--- config.mk ---
export PLATFORM = sky130hd
export DESIGN_NAME = fmt_flash_ctrl
export DESIGN_NICKNAME = d
export VERILOG_FILES = /design/src/shared/fmt_pkg.sv /design/src/design/fmt_flash_ctrl.sv /design/src/design/fmt_pulse_timer.sv
export SDC_FILE = /design/constraint.sdc
export NUM_CORES = 1
export LEC_CHECK = 0
export BUFFER_PORTS_ARGS = -buffer_cell sky130_fd_sc_hd__buf_4
export CORE_ASPECT_RATIO = 0.7
export CORE_MARGIN = 1
export CORE_UTILIZATION = 40
export DETAILED_ROUTE_END_ITERATION = 8
export GPL_TIMING_DRIVEN = 0
export PLACE_DENSITY_LB_ADDON = 0.3
export SETUP_SLACK_MARGIN = 0.4
export SYNTH_ARGS = -nofsm -noshare
export SYNTH_HDL_FRONTEND = slang
export SYNTH_HIERARCHICAL = 1
export SYNTH_SLANG_ARGS = --single-unit
--- constraint.sdc ---
create_clock -name clk -period 2.5 [get_ports clk]
set_clock_uncertainty 0.05 [all_clocks]
set_input_delay 0.125 -clock clk [delete_from_list [all_inputs] [get_ports clk]]
set_output_delay 0.125 -clock clk [all_outputs]
set_load 0.01 [all_outputs]
--- src/shared/fmt_pkg.sv ---
// Purpose : shared constants and types for the flash mode and timing control
// Assumes : 8-bit special-function register port, one clock
// Notes   : offsets are the special-function addresses of the two registers
package fmt_pkg;

  localparam logic [7:0] FLASH_MODE_STATUS_ADDR  = 8'hEE;
  localparam logic [7:0] FLASH_PULSE_TIMING_ADDR = 8'hEF;
  localparam logic [7:0] FLASH_MODE_STATUS_RST   = 8'h02;
  localparam logic [7:0] FLASH_PULSE_TIMING_RST  = 8'hA5;

  // mode/status field positions
  localparam int PAGE_ERASE_BIT = 6;
  localparam int FREQ_CTRL_BIT  = 4;
  localparam int BUSY_BIT       = 2;
  localparam int SERIAL_BIT     = 1;
  localparam int PROG_BIT       = 0;

  // timing field positions
  localparam int ERASE_LSB = 4;
  localparam int WRITE_LSB = 0;
  localparam int FIELD_W   = 4;

  // write pulse base multiplier of system clock periods
  localparam logic [2:0] WRITE_BASE_CYCLES = 3'h5;

  typedef struct packed {
    logic       wr;
    logic [7:0] addr;
    logic [7:0] wdata;
  } fmt_sfr_req_t;

  typedef enum logic [1:0] {
    FMT_IDLE  = 2'b00,
    FMT_ERASE = 2'b01,
    FMT_WRITE = 2'b10
  } fmt_state_t;

endpackage : fmt_pkg
--- src/design/fmt_flash_ctrl.sv ---
// Purpose : flash mode/status and pulse timing registers, pulse sequencing
// Assumes : registers reached over the core's special-function port
// Notes   : prescalers come from the system timers as plain inputs
`timescale 1ns/1ps
module fmt_flash_ctrl
  import fmt_pkg::*;
(
  input  wire logic         clk,
  input  wire logic         rst,
  input  wire fmt_pkg::fmt_sfr_req_t sfr_req,
  input  wire logic         sfr_sel,
  output logic [7:0]        sfr_rdata,
  input  wire logic [7:0]   millisecond_prescaler,
  input  wire logic [7:0]   microsecond_prescaler,
  input  wire logic         serial_prog_mode,
  input  wire logic         prog_mode,
  input  wire logic         erase_req,
  input  wire logic         write_req,
  output logic              flash_erase_pulse,
  output logic              flash_write_pulse,
  output logic              flash_freq_ctrl_select,
  output logic              op_done
);
  // =======================================================
  // registers
  logic       page_erase_enable_q;
  logic       freq_ctrl_q;
  logic [7:0] timing_q;
  logic       wr_mode;
  logic       wr_timing;
  fmt_state_t state_q;
  logic       running;
  logic       done;
  logic       start;
  logic [4:0] steps;
  logic [7:0] prescale;
  logic [2:0] base;
  logic       busy;
  logic       erase_go;
  logic       hit_mode;
  logic       hit_timing;
  logic [16:0] len_exp_q;
  logic [16:0] len_cnt_q;

  // one select test shared by the write strobes, read mux and checks
  function automatic logic sfr_hit(input logic         sel,
                                   input fmt_sfr_req_t req,
                                   input logic [7:0]   addr);
    sfr_hit = sel && req.addr == addr;
  endfunction : sfr_hit

  assign hit_mode   = sfr_hit(sfr_sel, sfr_req, FLASH_MODE_STATUS_ADDR);
  assign hit_timing = sfr_hit(sfr_sel, sfr_req, FLASH_PULSE_TIMING_ADDR);
  assign wr_mode    = hit_mode && sfr_req.wr;
  assign wr_timing  = hit_timing && sfr_req.wr;

  always_ff @(posedge clk) begin
    if (rst) begin
      page_erase_enable_q <= FLASH_MODE_STATUS_RST[PAGE_ERASE_BIT];
      freq_ctrl_q         <= FLASH_MODE_STATUS_RST[FREQ_CTRL_BIT];
    end else if (wr_mode) begin
      page_erase_enable_q <= sfr_req.wdata[PAGE_ERASE_BIT];
      freq_ctrl_q         <= sfr_req.wdata[FREQ_CTRL_BIT];
    end
  end

  always_ff @(posedge clk) begin
    if (rst) begin
      timing_q <= FLASH_PULSE_TIMING_RST;
    end else if (wr_timing) begin
      timing_q <= sfr_req.wdata;
    end
  end

  assign flash_freq_ctrl_select = freq_ctrl_q;

  // =======================================================
  // sequencing: an erase request only counts while erase mode is enabled
  assign erase_go = erase_req && page_erase_enable_q;
  assign start    = (state_q == FMT_IDLE) && (erase_go || write_req);

  always_comb begin
    if (erase_go) begin
      steps    = 5'h01 + {1'b0, timing_q[ERASE_LSB +: FIELD_W]};
      prescale = millisecond_prescaler;
      base     = 3'h1;
    end else begin
      steps    = 5'h01 + {1'b0, timing_q[WRITE_LSB +: FIELD_W]};
      prescale = microsecond_prescaler;
      base     = WRITE_BASE_CYCLES;
    end
  end

  fmt_pulse_timer fmt_pulse_timer_i (
    .clk      (clk),
    .rst      (rst),
    .start    (start),
    .steps    (steps),
    .prescale (prescale),
    .base     (base),
    .running  (running),
    .done     (done)
  );

  always_ff @(posedge clk) begin
    if (rst) begin
      state_q <= FMT_IDLE;
    end else begin
      unique case (state_q)
        FMT_IDLE: begin
          if (erase_go) begin
            state_q <= FMT_ERASE;
          end else if (write_req) begin
            state_q <= FMT_WRITE;
          end
        end
        FMT_ERASE, FMT_WRITE: begin
          if (done) begin
            state_q <= FMT_IDLE;
          end
        end
        default: state_q <= FMT_IDLE;
      endcase
    end
  end

  assign busy              = running;
  assign flash_erase_pulse = running && state_q == FMT_ERASE;
  assign flash_write_pulse = running && state_q == FMT_WRITE;
  assign op_done           = done;

  // =======================================================
  // read data, registered; unused mode bits stay zero
  always_ff @(posedge clk) begin
    if (rst) begin
      sfr_rdata <= 8'h00;
    end else if (hit_mode) begin
      sfr_rdata <= 8'h00;
      sfr_rdata[PAGE_ERASE_BIT] <= page_erase_enable_q;
      sfr_rdata[FREQ_CTRL_BIT]  <= freq_ctrl_q;
      sfr_rdata[BUSY_BIT]       <= busy;
      sfr_rdata[SERIAL_BIT]     <= serial_prog_mode;
      sfr_rdata[PROG_BIT]       <= prog_mode || serial_prog_mode;
    end else if (hit_timing) begin
      sfr_rdata <= timing_q;
    end else begin
      sfr_rdata <= 8'h00;
    end
  end

  // =======================================================
  // checks; the length watch latches its expected count at start,
  // so a prescaler that moves mid-pulse cannot hide a reload fault
  always_ff @(posedge clk) begin
    if (rst) begin
      len_exp_q <= 17'h00000;
      len_cnt_q <= 17'h00000;
    end else if (start) begin
      len_exp_q <= 17'(steps) * (17'(prescale) + 17'h00001) * 17'(base);
      len_cnt_q <= 17'h00001;
    end else if (running && !done) begin
      len_cnt_q <= len_cnt_q + 17'h00001;
    end
  end

  a_busy_on_start: assert property (@(posedge clk) disable iff (rst)
    start |=> busy) else $error("busy missing after start");
  a_busy_until_done: assert property (@(posedge clk) disable iff (rst)
    (busy && !done) |=> busy) else $error("busy dropped early");
  a_erase_needs_en: assert property (@(posedge clk) disable iff (rst)
    $rose(flash_erase_pulse) |-> $past(page_erase_enable_q))
    else $error("erase without enable");
  a_unused_zero: assert property (@(posedge clk) disable iff (rst)
    $past(hit_mode)
    |-> (sfr_rdata[7] == 1'b0 && sfr_rdata[5] == 1'b0
         && sfr_rdata[3] == 1'b0)) else $error("unused bit set");
  a_serial_flags: assert property (@(posedge clk) disable iff (rst)
    ($past(hit_mode) && $past(serial_prog_mode))
    |-> (sfr_rdata[SERIAL_BIT] && sfr_rdata[PROG_BIT]))
    else $error("serial flags wrong");
  a_write_min_len: assert property (@(posedge clk) disable iff (rst)
    $rose(flash_write_pulse) |-> flash_write_pulse [*5])
    else $error("write pulse too short");
  a_timing_reset: assert property (@(posedge clk)
    $past(rst) |-> timing_q == FLASH_PULSE_TIMING_RST)
    else $error("timing reset wrong");
  a_done_idles: assert property (@(posedge clk) disable iff (rst)
    done |=> (!busy && state_q == FMT_IDLE))
    else $error("not idle after done");
  a_pulse_length: assert property (@(posedge clk) disable iff (rst)
    done |-> len_cnt_q == len_exp_q)
    else $error("pulse length wrong");
  a_erase_refused: assert property (@(posedge clk) disable iff (rst)
    (state_q == FMT_IDLE && erase_req && !page_erase_enable_q
     && !write_req) |=> !busy)
    else $error("erase taken while disabled");
  a_busy_read: assert property (@(posedge clk) disable iff (rst)
    $past(hit_mode) |-> sfr_rdata[BUSY_BIT] == $past(busy))
    else $error("busy flag read wrong");
  a_busy_holds_state: assert property (@(posedge clk) disable iff (rst)
    (busy && !done) |=> $stable(state_q))
    else $error("request taken while busy");
  a_pulse_onehot: assert property (@(posedge clk) disable iff (rst)
    !(flash_erase_pulse && flash_write_pulse))
    else $error("erase and write together");
  a_erase_en_write: assert property (@(posedge clk) disable iff (rst)
    $past(wr_mode)
    |-> page_erase_enable_q == $past(sfr_req.wdata[PAGE_ERASE_BIT]))
    else $error("erase enable write lost");
  a_timing_write: assert property (@(posedge clk) disable iff (rst)
    $past(wr_timing) |-> timing_q == $past(sfr_req.wdata))
    else $error("timing write lost");

endmodule : fmt_flash_ctrl

--- src/design/fmt_pulse_timer.sv ---
// Purpose : counts one pulse of (steps) x (prescale+1) x (base) clocks
// Assumes : start is a one-cycle pulse while idle
// Notes   : done pulses on the last cycle of the pulse
`timescale 1ns/1ps
module fmt_pulse_timer (
  input  wire logic       clk,
  input  wire logic       rst,
  input  wire logic       start,
  input  wire logic [4:0] steps,
  input  wire logic [7:0] prescale,
  input  wire logic [2:0] base,
  output logic            running,
  output logic            done
);
  logic [4:0] step_q;
  logic [7:0] pre_q;
  logic [2:0] base_q;
  logic [7:0] pre_ld_q;
  logic [2:0] base_ld_q;
  logic       run_q;
  logic       last;

  assign last    = run_q && step_q == 5'h01 && pre_q == 8'h00
                   && base_q == 3'h1;
  assign running = run_q;
  assign done    = last;

  always_ff @(posedge clk) begin
    if (rst) begin
      run_q  <= 1'b0;
      step_q <= 5'h00;
      pre_q  <= 8'h00;
      base_q <= 3'h0;
      pre_ld_q  <= 8'h00;
      base_ld_q <= 3'h0;
    end else if (start && !run_q) begin
      run_q  <= 1'b1;
      step_q <= steps;
      pre_q  <= prescale;
      base_q <= base;
      // reload values are held here: the caller's select falls with its
      // request, so its live prescale and base no longer fit this pulse
      pre_ld_q  <= prescale;
      base_ld_q <= base;
    end else if (run_q) begin
      if (last) begin
        run_q <= 1'b0;
      end else if (base_q != 3'h1) begin
        base_q <= base_q - 3'h1;
      end else if (pre_q != 8'h00) begin
        base_q <= base_ld_q;
        pre_q  <= pre_q - 8'h01;
      end else begin
        base_q <= base_ld_q;
        pre_q  <= pre_ld_q;
        step_q <= step_q - 5'h01;
      end
    end
  end

endmodule : fmt_pulse_timer

==> results.md, run 1 <==
- CP endpoint kind: register
- Multi-input logic area: 1750 um2
- Hold Fails Final Rpt: 0
- Full die area: approximately 7200 um2
- Seq/Total Area, Yosys: 0.349
- Drt drc: 0
- Final ANT Viol Nets: 0
- Longest Clk Path Bufs: 2
- Worst-Skew Late Latency: 0.30 ns
- Die Span X: ~100 um
- CTS Root Cell: clkbuf_8
- First-pass GRT wire length: 12.1 mm
- Status: finished, final reports clean
- CTS tree: done
- GRT Util Overall: 0.212
- Launch point of the critical path: page_erase_enable_q
- Utilization after layout: 0.543
- Synth Cell Area: 2750 um2
- Flip-flop and latch area: 968 um2
- Diodes inserted: 0
- Die outline height: 71.4 um
- Pwr dens: approximately 580 nW/um2
- Crit path time final: roughly 2 ns
- EDFF count, synth: 0
- Cell taking the most area after synthesis: dfxtp_1
- Antenna violations before repair: 0
- H-tree depth: 2
- Reg-to-Reg End: fmt_pulse_timer_i/step_q[2]
- Post-Synthesis Cells: roughly 310
- Pleak: 0.00141 uW
- Reg clk slew, reported paths: around 0.090 ns
- HPWL after DPL: 5.18 mm
- Finished Layout Cells: around 470
- Area after DPL: 3250 um2
- Dpl cells: 454
- Cell mode on critical path: nand2_1
- Count of unique library cells instantiated by Yosys: 55
- Most frequent cells in the layout: buf_4, dfxtp_1, nand2_1, nor2_1, mux2i_1
- Final GP Congestion: 0.894
- Starting DRT DRC Count: 192
- HP Class: in -> reg
- Origin of the critical flop-to-flop path: page_erase_enable_q
- Setup repair after global routing missed its margin: yes
- Starting Density: 0.428
- Number of I/O pins: 52
- Design Area, Final: 3490 um2
- Reg2Reg Setup Slack: between 0.4 and 0.5 ns
- Worst Path Required: 2.62 ns
- Largest net degree at the start of global routing: 16
- Ys async rst share: 0
- Worst path slowest cell: dfxtp_1
- Vias in the first global route: approximately 2500
- TritonRoute pass-1 iters: 4
- DR vias/cell: between 5 and 6
- Relative slew margins: 0.484
- Fillers: 615
- Main synth FF type: dfxtp_1
- Commonest non-fill, non-tap cell in the layout: buf_4
- Clock Sinks: 48
- Post-synth top area share: 0.349
- Routed WL per cell: 15.5 um
- Max_cap viols: 0
- Arrival time of the worst setup path: 2.17 ns
- TritonCTS buffer count: 5
- Syn avg cell area: ~8.8 um2
- Area growth syn-to-layout: 26.7%
- Routed Wire Length: between 7 and 8 mm
- Vias: 2535
- Total Power: 2020 uW
- Cell Chain, Critical Path: nand2_4 > buf_4 > mux2_2 > ha_1 > xnor2_1 > nand2_1 > nand2_1 > a32oi_1 > nor2_1
- Crit path launch type: register
- Remaining Overflow, GRT: 0
- Worst-margin pin slew: 0.775 ns
- Reg2reg path depth: 9
- Port Buffers: around 50
- # rows: 24
- Crit Path Class: reg -> reg
- Nets@finish: 426
- Synthesized flop and latch total: 48
- Fmax: 487 MHz
- Synth warn: 6
- Setup crit end: fmt_pulse_timer_i/step_q[2]
- Max VDD drop: roughly 250 uV
- CP Max Fanout: 10
- Final setup viols: 0
- Setup TNS: 0 ns
- CP peak stage delay: 0.51 ns
- Period Utilization, post-route: 0.821
- Share of layout cells above drive strength 1: 0.310
- Area contributors post-synth: dfxtp_1, mux2i_1, nand2_1
- Final slew viol count: 0
- Core Area: 6430 um2
==> worst min path at each step <==
stage                                 from  slack, ns           end  depth (start not counted)
after global placement           prog_mode       0.32  sfr_rdata[0]                          2
after CTS                        prog_mode      0.003  sfr_rdata[0]                          2
after floorplan                  prog_mode       0.22  sfr_rdata[0]                          1
after global routing      serial_prog_mode       0.02  sfr_rdata[0]                          2
final                           sfr_req[0]       0.03   timing_q[0]                          3
after detailed placement         prog_mode       0.32  sfr_rdata[0]                          2
==> cell usage after synthesis, types with 7 or more instances <==
cell,instances
dfxtp_1,48
nand2_1,34
nor2_1,33
mux2i_1,22
a21oi_1,20
nand2b_1,14
inv_1,12
clkbuf_1,10
ha_1,10
mux2_2,10
nand3_1,8
a311oi_2,7
==> flip-flops by register name, summed over array words and instances (netlist names) <==
| name | count |
|---|---|
| fmt_pulse_timer_i/pre_ld_q | 8 |
| fmt_pulse_timer_i/pre_q | 8 |
| sfr_rdata | 8 |
| timing_q | 8 |
| fmt_pulse_timer_i/step_q | 5 |
| fmt_pulse_timer_i/base_ld_q | 3 |
| fmt_pulse_timer_i/base_q | 3 |
| state_q | 2 |
| flash_freq_ctrl_select | 1 |
| fmt_pulse_timer_i/running | 1 |
| page_erase_enable_q | 1 |
==> critical path: cells and delay by family, from the launching register on <==
family	cells	cell delay, ns
flops	1	0.51
simple gates	4	0.33
mux	1	0.30
buf+inv	1	0.24
fa+ha+maj	1	0.23
compound gates	1	0.14
xor+xnor	1	0.13
==> stage by stage <==
step / setup slack, ns / hold WS (ns)
2_1_floorplan: 0.587 / 0.220
3_3_place_gp: 0.0673 / 0.319
3_5_place_dp: -0.00172 / 0.318
4_1_cts: 0.410 / 0.00305
5_1_grt: 0.373 / 0.0229
6_report: 0.448 / 0.0284
==> cell families after synthesis <==
| family | synth area share |
|---|---|
| adders and majority gates | 0.0455 |
| muxes | 0.121 |
| buffers and inverters | 0.0396 |
| DFF | 0.349 |
| and+or+nand+nor | 0.262 |
| other | 0.00273 |
| xor gates and xnor gates | 0.0159 |
| AOI/OAI and AO/OA | 0.164 |
==> what timing repair did <==
item | 4_1_cts | 5_1_grt
hold buffers | 0 | 1
setup buffers | 5 | 0
setup endpoints to repair | 24 | 21
pin swaps | 1 | 1
endpoints found under the hold margin | 0 | 1
gates resized for setup | 11 | 26
==> layer usage <==
| layer | track usage | vias up | wire length [um] | share of wire |
|---|---|---|---|---|
| met5 | 0 | - | 0 | 0 |
| met4 | 0.0483 | 0 | 43 | 0.0059 |
| met3 | 0.0341 | 4 | 407 | 0.056 |
| met2 | 0.325 | 71 | 3210 | 0.44 |
| met1 | 0.313 | 1218 | 3590 | 0.49 |
| li1 | - | 1242 | - | - |
==> layout make-up <==
cell class	instances	share of cell area
Buffer	14	0.0248
Clock buffer	6	0.0237
Clock inverter	2	0.00431
Inverter	12	0.0129
Multi-Input combinational cell	238	0.501
Sequential cell	48	0.278
Tap cell	91	0.0327
Timing Repair Buffer	57	0.123
==> report_power, final <==
part           switching, uW  leakage, uW  internal [uW]
sequential              66.0     0.000394            818
clock                    271    0.0000434            224
combinational            340     0.000975            304
(Power assumes the default switching activity.)
==> run 2, diff against run 1 <==
--- a/config.mk
+++ b/config.mk
@@ -5,6 +5,7 @@
 export SDC_FILE = /design/constraint.sdc
 export NUM_CORES = 1
 export LEC_CHECK = 0
+export ABC_AREA = 1
 export BUFFER_PORTS_ARGS = -buffer_cell sky130_fd_sc_hd__buf_4
 export CORE_ASPECT_RATIO = 0.7
 export CORE_MARGIN = 1
==> constraint.sdc (replaced) <==
create_clock -name clk -period 2.1 [get_ports clk]
set_clock_uncertainty 0.05 [all_clocks]
set_input_delay 0.105 -clock clk [delete_from_list [all_inputs] [get_ports clk]]
set_output_delay 0.105 -clock clk [all_outputs]
set_load 0.01 [all_outputs]
==> run 2 against run 1 <==
Maximum frequency increased by 20%; design area increased by 18%; die area increased by 7.1%; count of clock-buffer cells in the layout increased by 1; sequential power increased by 20%; highest routed layer unchanged.
==> results.md, run 2 <==
- Status: finished, final reports clean
- Synth Cell Area: between 2000 and 3000 um2
- Crit path time final: 1.72 ns
- Reg clk slew, reported paths: 0.09 ns
- Routed Wire Length: 8.67 mm
- Clock Sinks: 48
- Count of unique library cells instantiated by Yosys: 34
- Vias in the first global route: 2738
- Adder-cell share of the synthesized area: 0.0424
- Most frequent cells in the layout: nand2_1, buf_4, nor2_1, inv_1, dfxtp_1
- Starting Density: 0.425
- HPWL after DPL: roughly 5.7 mm
- CTS Root Cell: clkbuf_8
- First-pass GRT wire length: 12.9 mm
- Share of layout cells above drive strength 1: 0.342
- Mux cell area share after synthesis: 0
- Nets@finish: 581
- Post-synth top area share: 0.325
- H-tree depth: 2
- Synthesized flop and latch total: 48
- WP buf/inv: 3
- # rows: 25
- Area growth syn-to-layout: 39.7%
- Crit path launch type: register
- Arrival time of the worst setup path: between 1.5 and 2 ns
- Total Power: 2950 uW
- Reg2reg path depth: 11
- Most numerous cell in the Yosys netlist: nand2_1
- Ys async rst share: 0
- HP Class: in -> reg
- Pre-CTS setup slack: 0.117 ns
- Final slew viol count: 0
- Crit Path Class: reg -> reg
- Most frequent cells after synthesis: nand2_1, nor2_1, dfxtp_1
- TritonRoute pass-1 iters: 5
- Main synth FF type: dfxtp_1
- Flip-flop and latch area: 971 um2
- Fmax: 583 MHz
- Core Area: between 6000 and 7000 um2
- Period Utilization, post-route: 0.817
- Worst-Skew Late Latency: 0.31 ns
- Relative slew margins: 0.614
- Multi-input logic area: 1900 um2
- Max VDD drop: 324 uV
- Antenna violations before repair: 0
- Full die area: 7740 um2
- Reg2Reg Setup Slack: 0.38 ns
- CP endpoint kind: register
- Seq/Total Area, Yosys: 0.325
- Die outline height: 73.9 um
- Pwr dens: 716 nW/um2
- DR vias/cell: 5.07
- Worst Hold Depth: 3
- Number of I/O pins: 52
- Simple-Gate Fraction of Synth Area: 0.436
- Hold Fails Final Rpt: 0
- TritonCTS buffer count: 5
- Syn avg cell area: just under 7 um2
- Commonest non-fill, non-tap cell in the layout: nand2_1
- Cell Chain, Critical Path: inv_2 > ha_4 > a21boi_4 > inv_2 > nor2_4 > buf_12 > nor2_2 > o22ai_2 > nand2_1 > nor2_1 > nor2_1
- Post-synthesis xor/xnor area fraction: 0.00593
- Pleak: around 0.0020 uW
- Cell taking the most area after synthesis: dfxtp_1
- Worst setup margin: 0.385 ns
- Port Buffers: 51
- Setup TNS: 0 ns
- Compound-Gate Fraction of Synth Area: 0.0818
- EDFF count, synth: 0
- Longest Clk Path Bufs: 2
- Die Span X: 105 um
- Max_cap viols: 0
- Remaining Overflow, GRT: 0
- Routed WL per cell: 13.8 um
- Final ANT Viol Nets: 0
- Worst-margin pin slew: 0.580 ns
- Worst Path Required: 2.26 ns
- Diodes inserted: 0
- Final setup viols: 0
- Setup repair after global routing missed its margin: yes
- CP Max Fanout: 8
- Largest net degree at the start of global routing: 15
- GRT Util Overall: 0.215
- Worst path slowest cell: dfxtp_2
- Crit path max-delay family: simple AND/OR/NAND/NOR gates
- CTS tree: done
- Vias: ~3200
- Largest family of logic cells by synthesized area: simple AND/OR/NAND/NOR gates
- Final GP Congestion: 0.849
- Post-Synthesis Cells: around 440
- Starting DRT DRC Count: 205
- CP peak stage delay: 0.34 ns
- Drt drc: 0
- CP Depth: 11
- Syn_nets: 488
- Area contributors post-synth: dfxtp_1, nand2_1, nor2_1
- Synth warn: 6
- Fillers: about 630
==> run 2: worst min-delay path, cell delays in order <==
cell,delay (ns)
buf_4,0.08
nand4_1,0.07
nand3_1,0.08
==> run 2: where the power goes <==
group          switching, uW  internal, uW  leakage (uW)
registers               71.4           988      0.000394
logic                    773           517       0.00161
clock network            334           269     0.0000445
==> run 2: final timing paths <==
path	from	to
worst max-delay path	state_q[1]	fmt_pulse_timer_i/base_q[0]
worst min-delay path	sfr_req[5]	timing_q[5]
worst max register to register	state_q[1]	fmt_pulse_timer_i/base_q[0]
worst min register to register	timing_q[7]	sfr_rdata[7]
==> run 2: cell type report <==
cell class	count	area share
multi-input combinational	321	0.461
sequential	48	0.235
timing repair buffer	83	0.168
inverter	63	0.0646
tap	94	0.0285
clock buffer	7	0.0209
buffer	9	0.0194
clock inverter	1	0.00182
==> run 2: logic make-up (layout without fill, tap and decap cells) <==
kind of cell,Yosys count,after routing
simple gates,262,265
xor+xnor,2,2
other cells,2,2
compound gates,42,42
buf+inv,72,163
fa+ha+maj,10,10
flops,48,48
==> run 2: through the flow <==
step           instances  hold WS [ns]   util  area (um2)
2_1_floorplan        438         0.124      -        2950
3_3_place_gp         583         0.250  0.497        3450
3_5_place_dp         583         0.248  0.497        3450
4_1_cts              614      0.000262  0.553        3840
5_1_grt              626        0.0107  0.594        4130
6_report             626       0.00832  0.594        4130
==> run 2: what timing repair did <==
item                                   in CTS  in global routing
hold buffers                                5                  0
buffers inserted                           17                  9
setup endpoints to repair                  30                 29
gates resized for setup                    32                 40
endpoints found under the hold margin       8                  0
pin swaps                                  11                 27
cloned                                      1                  3
==> run 2: layer usage <==
layer | vias up | share of wire | track usage
met5 | - | 0 | 0
met2 | 128 | 0.45 | 0.333
met4 | 0 | 0.019 | 0.0829
li1 | 1560 | - | -
met1 | 1466 | 0.46 | 0.294
met3 | 20 | 0.074 | 0.0470
==> run 3, diff against run 2 <==
--- a/config.mk
+++ b/config.mk
@@ -5,7 +5,7 @@
 export SDC_FILE = /design/constraint.sdc
 export NUM_CORES = 1
 export LEC_CHECK = 0
-export ABC_AREA = 1
+export ABC_AREA = 0
 export BUFFER_PORTS_ARGS = -buffer_cell sky130_fd_sc_hd__buf_4
 export CORE_ASPECT_RATIO = 0.7
 export CORE_MARGIN = 1
==> constraint.sdc (replaced) <==
create_clock -name clk -period 1.7 [get_ports clk]
set_clock_uncertainty 0.05 [all_clocks]
set_input_delay 0.085 -clock clk [delete_from_list [all_inputs] [get_ports clk]]
set_output_delay 0.085 -clock clk [all_outputs]
set_load 0.01 [all_outputs]
==> run 3 against run 2 <==
The flow now finishes with violations (setup timing); first-iteration DRC count fell by 17%; core utilization rose by 9.5 points; wire length rose by 1.8%; design area rose by 7.3%; critical path depth fell by 4; total power rose by 16%; sequential power rose by 24%; setup slack got worse by 0.67 ns; register-to-register slack got worse by 0.67 ns; sequential cell count did not move; via count fell by 11%; critical endpoint is now fmt_pulse_timer_i/pre_q[5]; largest power group unchanged.
==> results.md, run 3 (synthesized netlist as in run 1, its figures left out) <==
- CP Max Fanout: 5
- Final GP Congestion: a little over 0.8
- Area growth syn-to-layout: 60.9%
- Crit path launch type: register
- Worst Hold Depth: 3
- DR vias/cell: 5.56
- Clock Sinks: 48
- Starting Density: 0.428
- Share of layout cells above drive strength 1: 0.520
- GRT Util Overall: 0.241
- Hold Fails Final Rpt: 0
- Utilization after layout: 0.689
- H-tree depth: 2
- Final slew viol count: 0
- Final ANT Viol Nets: 0
- Crit path time final: 1.99 ns
- WP buf/inv: 2
- Period Utilization, post-route: 1.17
- Commonest non-fill, non-tap cell in the layout: buf_4
- Dpl cells: 454
- Die outline height: 71.4 um
- Reg2reg path depth: 7
- Vias: 2835
- Longest Clk Path Bufs: 2
- Pwr dens: roughly 780 nW/um2
- Worst-Skew Late Latency: 0.30 ns
- Remaining Overflow, GRT: 0
- Die Span X: a little over 100 um
- Starting DRT DRC Count: 170
- Pleak: 0.00181 uW
- CTS Root Cell: clkbuf_8
- Number of I/O pins: 52
- CP peak stage delay: between 0.4 and 0.5 ns
- Pre-CTS setup slack: -0.366 ns
- CP Depth: 7
- Fmax: 503 MHz
- First-pass GRT wire length: 13.5 mm
- Largest net degree at the start of global routing: 15
- Cell Chain, Critical Path: inv_2 > ha_4 > or4b_4 > o31ai_4 > nand2_4 > buf_12 > a311oi_2
- Full die area: around 7200 um2
- Setup repair after global routing missed its margin: yes
- Most frequent cells in the layout: buf_4, dfxtp_1, nor2_1, mux2i_1, buf_6
- Antenna violations before repair: 0
- Worst path slowest cell: or4b_4
- Final setup viols: 20
- Max VDD drop: 413 uV
- HP Class: in -> reg
- Worst-margin pin slew: 0.777 ns
- Nets@finish: 468
- Worst Path Required: 1.87 ns
- Max_cap viols: 0
- Failing checks: setup timing
- # rows: 24
- Worst setup margin: -0.290 ns
- Reg clk slew, reported paths: 0.09 ns
- Relative slew margins: 0.482
- Finished Layout Cells: 510
- CP endpoint kind: register
- Diodes inserted: 0
- TritonCTS buffer count: 5
- HPWL after DPL: around 5.2 mm
- Routed Wire Length: 8.82 mm
- Status: finished with violations
- Crit Path Class: reg -> reg
- Routed WL per cell: 17.3 um
- Drt drc: 0
- Core Area: 6430 um2
- Arrival time of the worst setup path: about 2.2 ns
- TritonRoute pass-1 iters: 7
- Crit path max-delay family: simple AND/OR/NAND/NOR gates
- Port Buffers: 51
- Vias in the first global route: approximately 2800
- CTS tree: done
run 3: per-stage QoR:
| step | area [um2] | TNS, ns | hold WS [ns] | total power (uW) |
|---|---|---|---|---|
| finish | 4430 | -4.36 | 0.0164 | 3430 |
| global route | 4430 | -6.07 | 0.0200 | 3570 |
| CTS | 4210 | -3.16 | 0.00455 | 3240 |
| detailed placement | 3470 | -4.68 | 0.282 | 2220 |
| global placement | 3470 | -4.00 | 0.276 | 2190 |
| floorplan | 2970 | -1.65 | 0.180 | 1980 |
run 3: worst paths after layout:
check	slack [ns]	end	from
max	-0.29	fmt_pulse_timer_i/pre_q[5]	fmt_pulse_timer_i/step_q[1]
min	0.02	timing_q[0]	sfr_req[0]
max reg2reg	-0.29	fmt_pulse_timer_i/pre_q[5]	fmt_pulse_timer_i/step_q[1]
min reg2reg	0.41	fmt_pulse_timer_i/base_ld_q[0]	fmt_pulse_timer_i/base_ld_q[0]
run 3: what timing repair did:
action	4_1_cts	5_1_grt
setup buffers	33	6
endpoints found under the hold margin	4	1
cloned	2	1
resized for setup	69	40
pin swaps	11	20
hold buffers	5	1
endpoints found under the setup margin	32	33
run 3: final cells by class:
class | instances | area (um2)
inverter | 12 | 52.6
clock inverter | 2 | 10.0
clock buffer | 6 | 82.6
tap | 91 | 114
buffer | 14 | 184
timing repair buffer | 99 | 872
multi-input combinational | 238 | 2130
sequential | 48 | 981
fill | 492 | 2000
run 3: metal layers:
metal / track usage / share of wire / up-vias / wire [um]
met5: 0 / 0 / - / 0
met4: 0.0660 / 0.012 / 0 / 104
met3: 0.0410 / 0.055 / 18 / 484
met2: 0.385 / 0.47 / 106 / 4140
met1: 0.336 / 0.46 / 1384 / 4090
li1: - / - / 1327 / -
run 3: report_power, final:
group	total, uW	internal [uW]	switching [uW]	leakage, uW
sequential	1310	1200	111	0.000396
combinational	1390	711	681	0.00137
clock	727	326	401	0.0000510
total	3430	2240	1190	0.00181
run 3: tightest hold or removal path, stage by stage:
cell     delay, ns
buf_4         0.08
nor2_1        0.03
mux2i_1       0.13
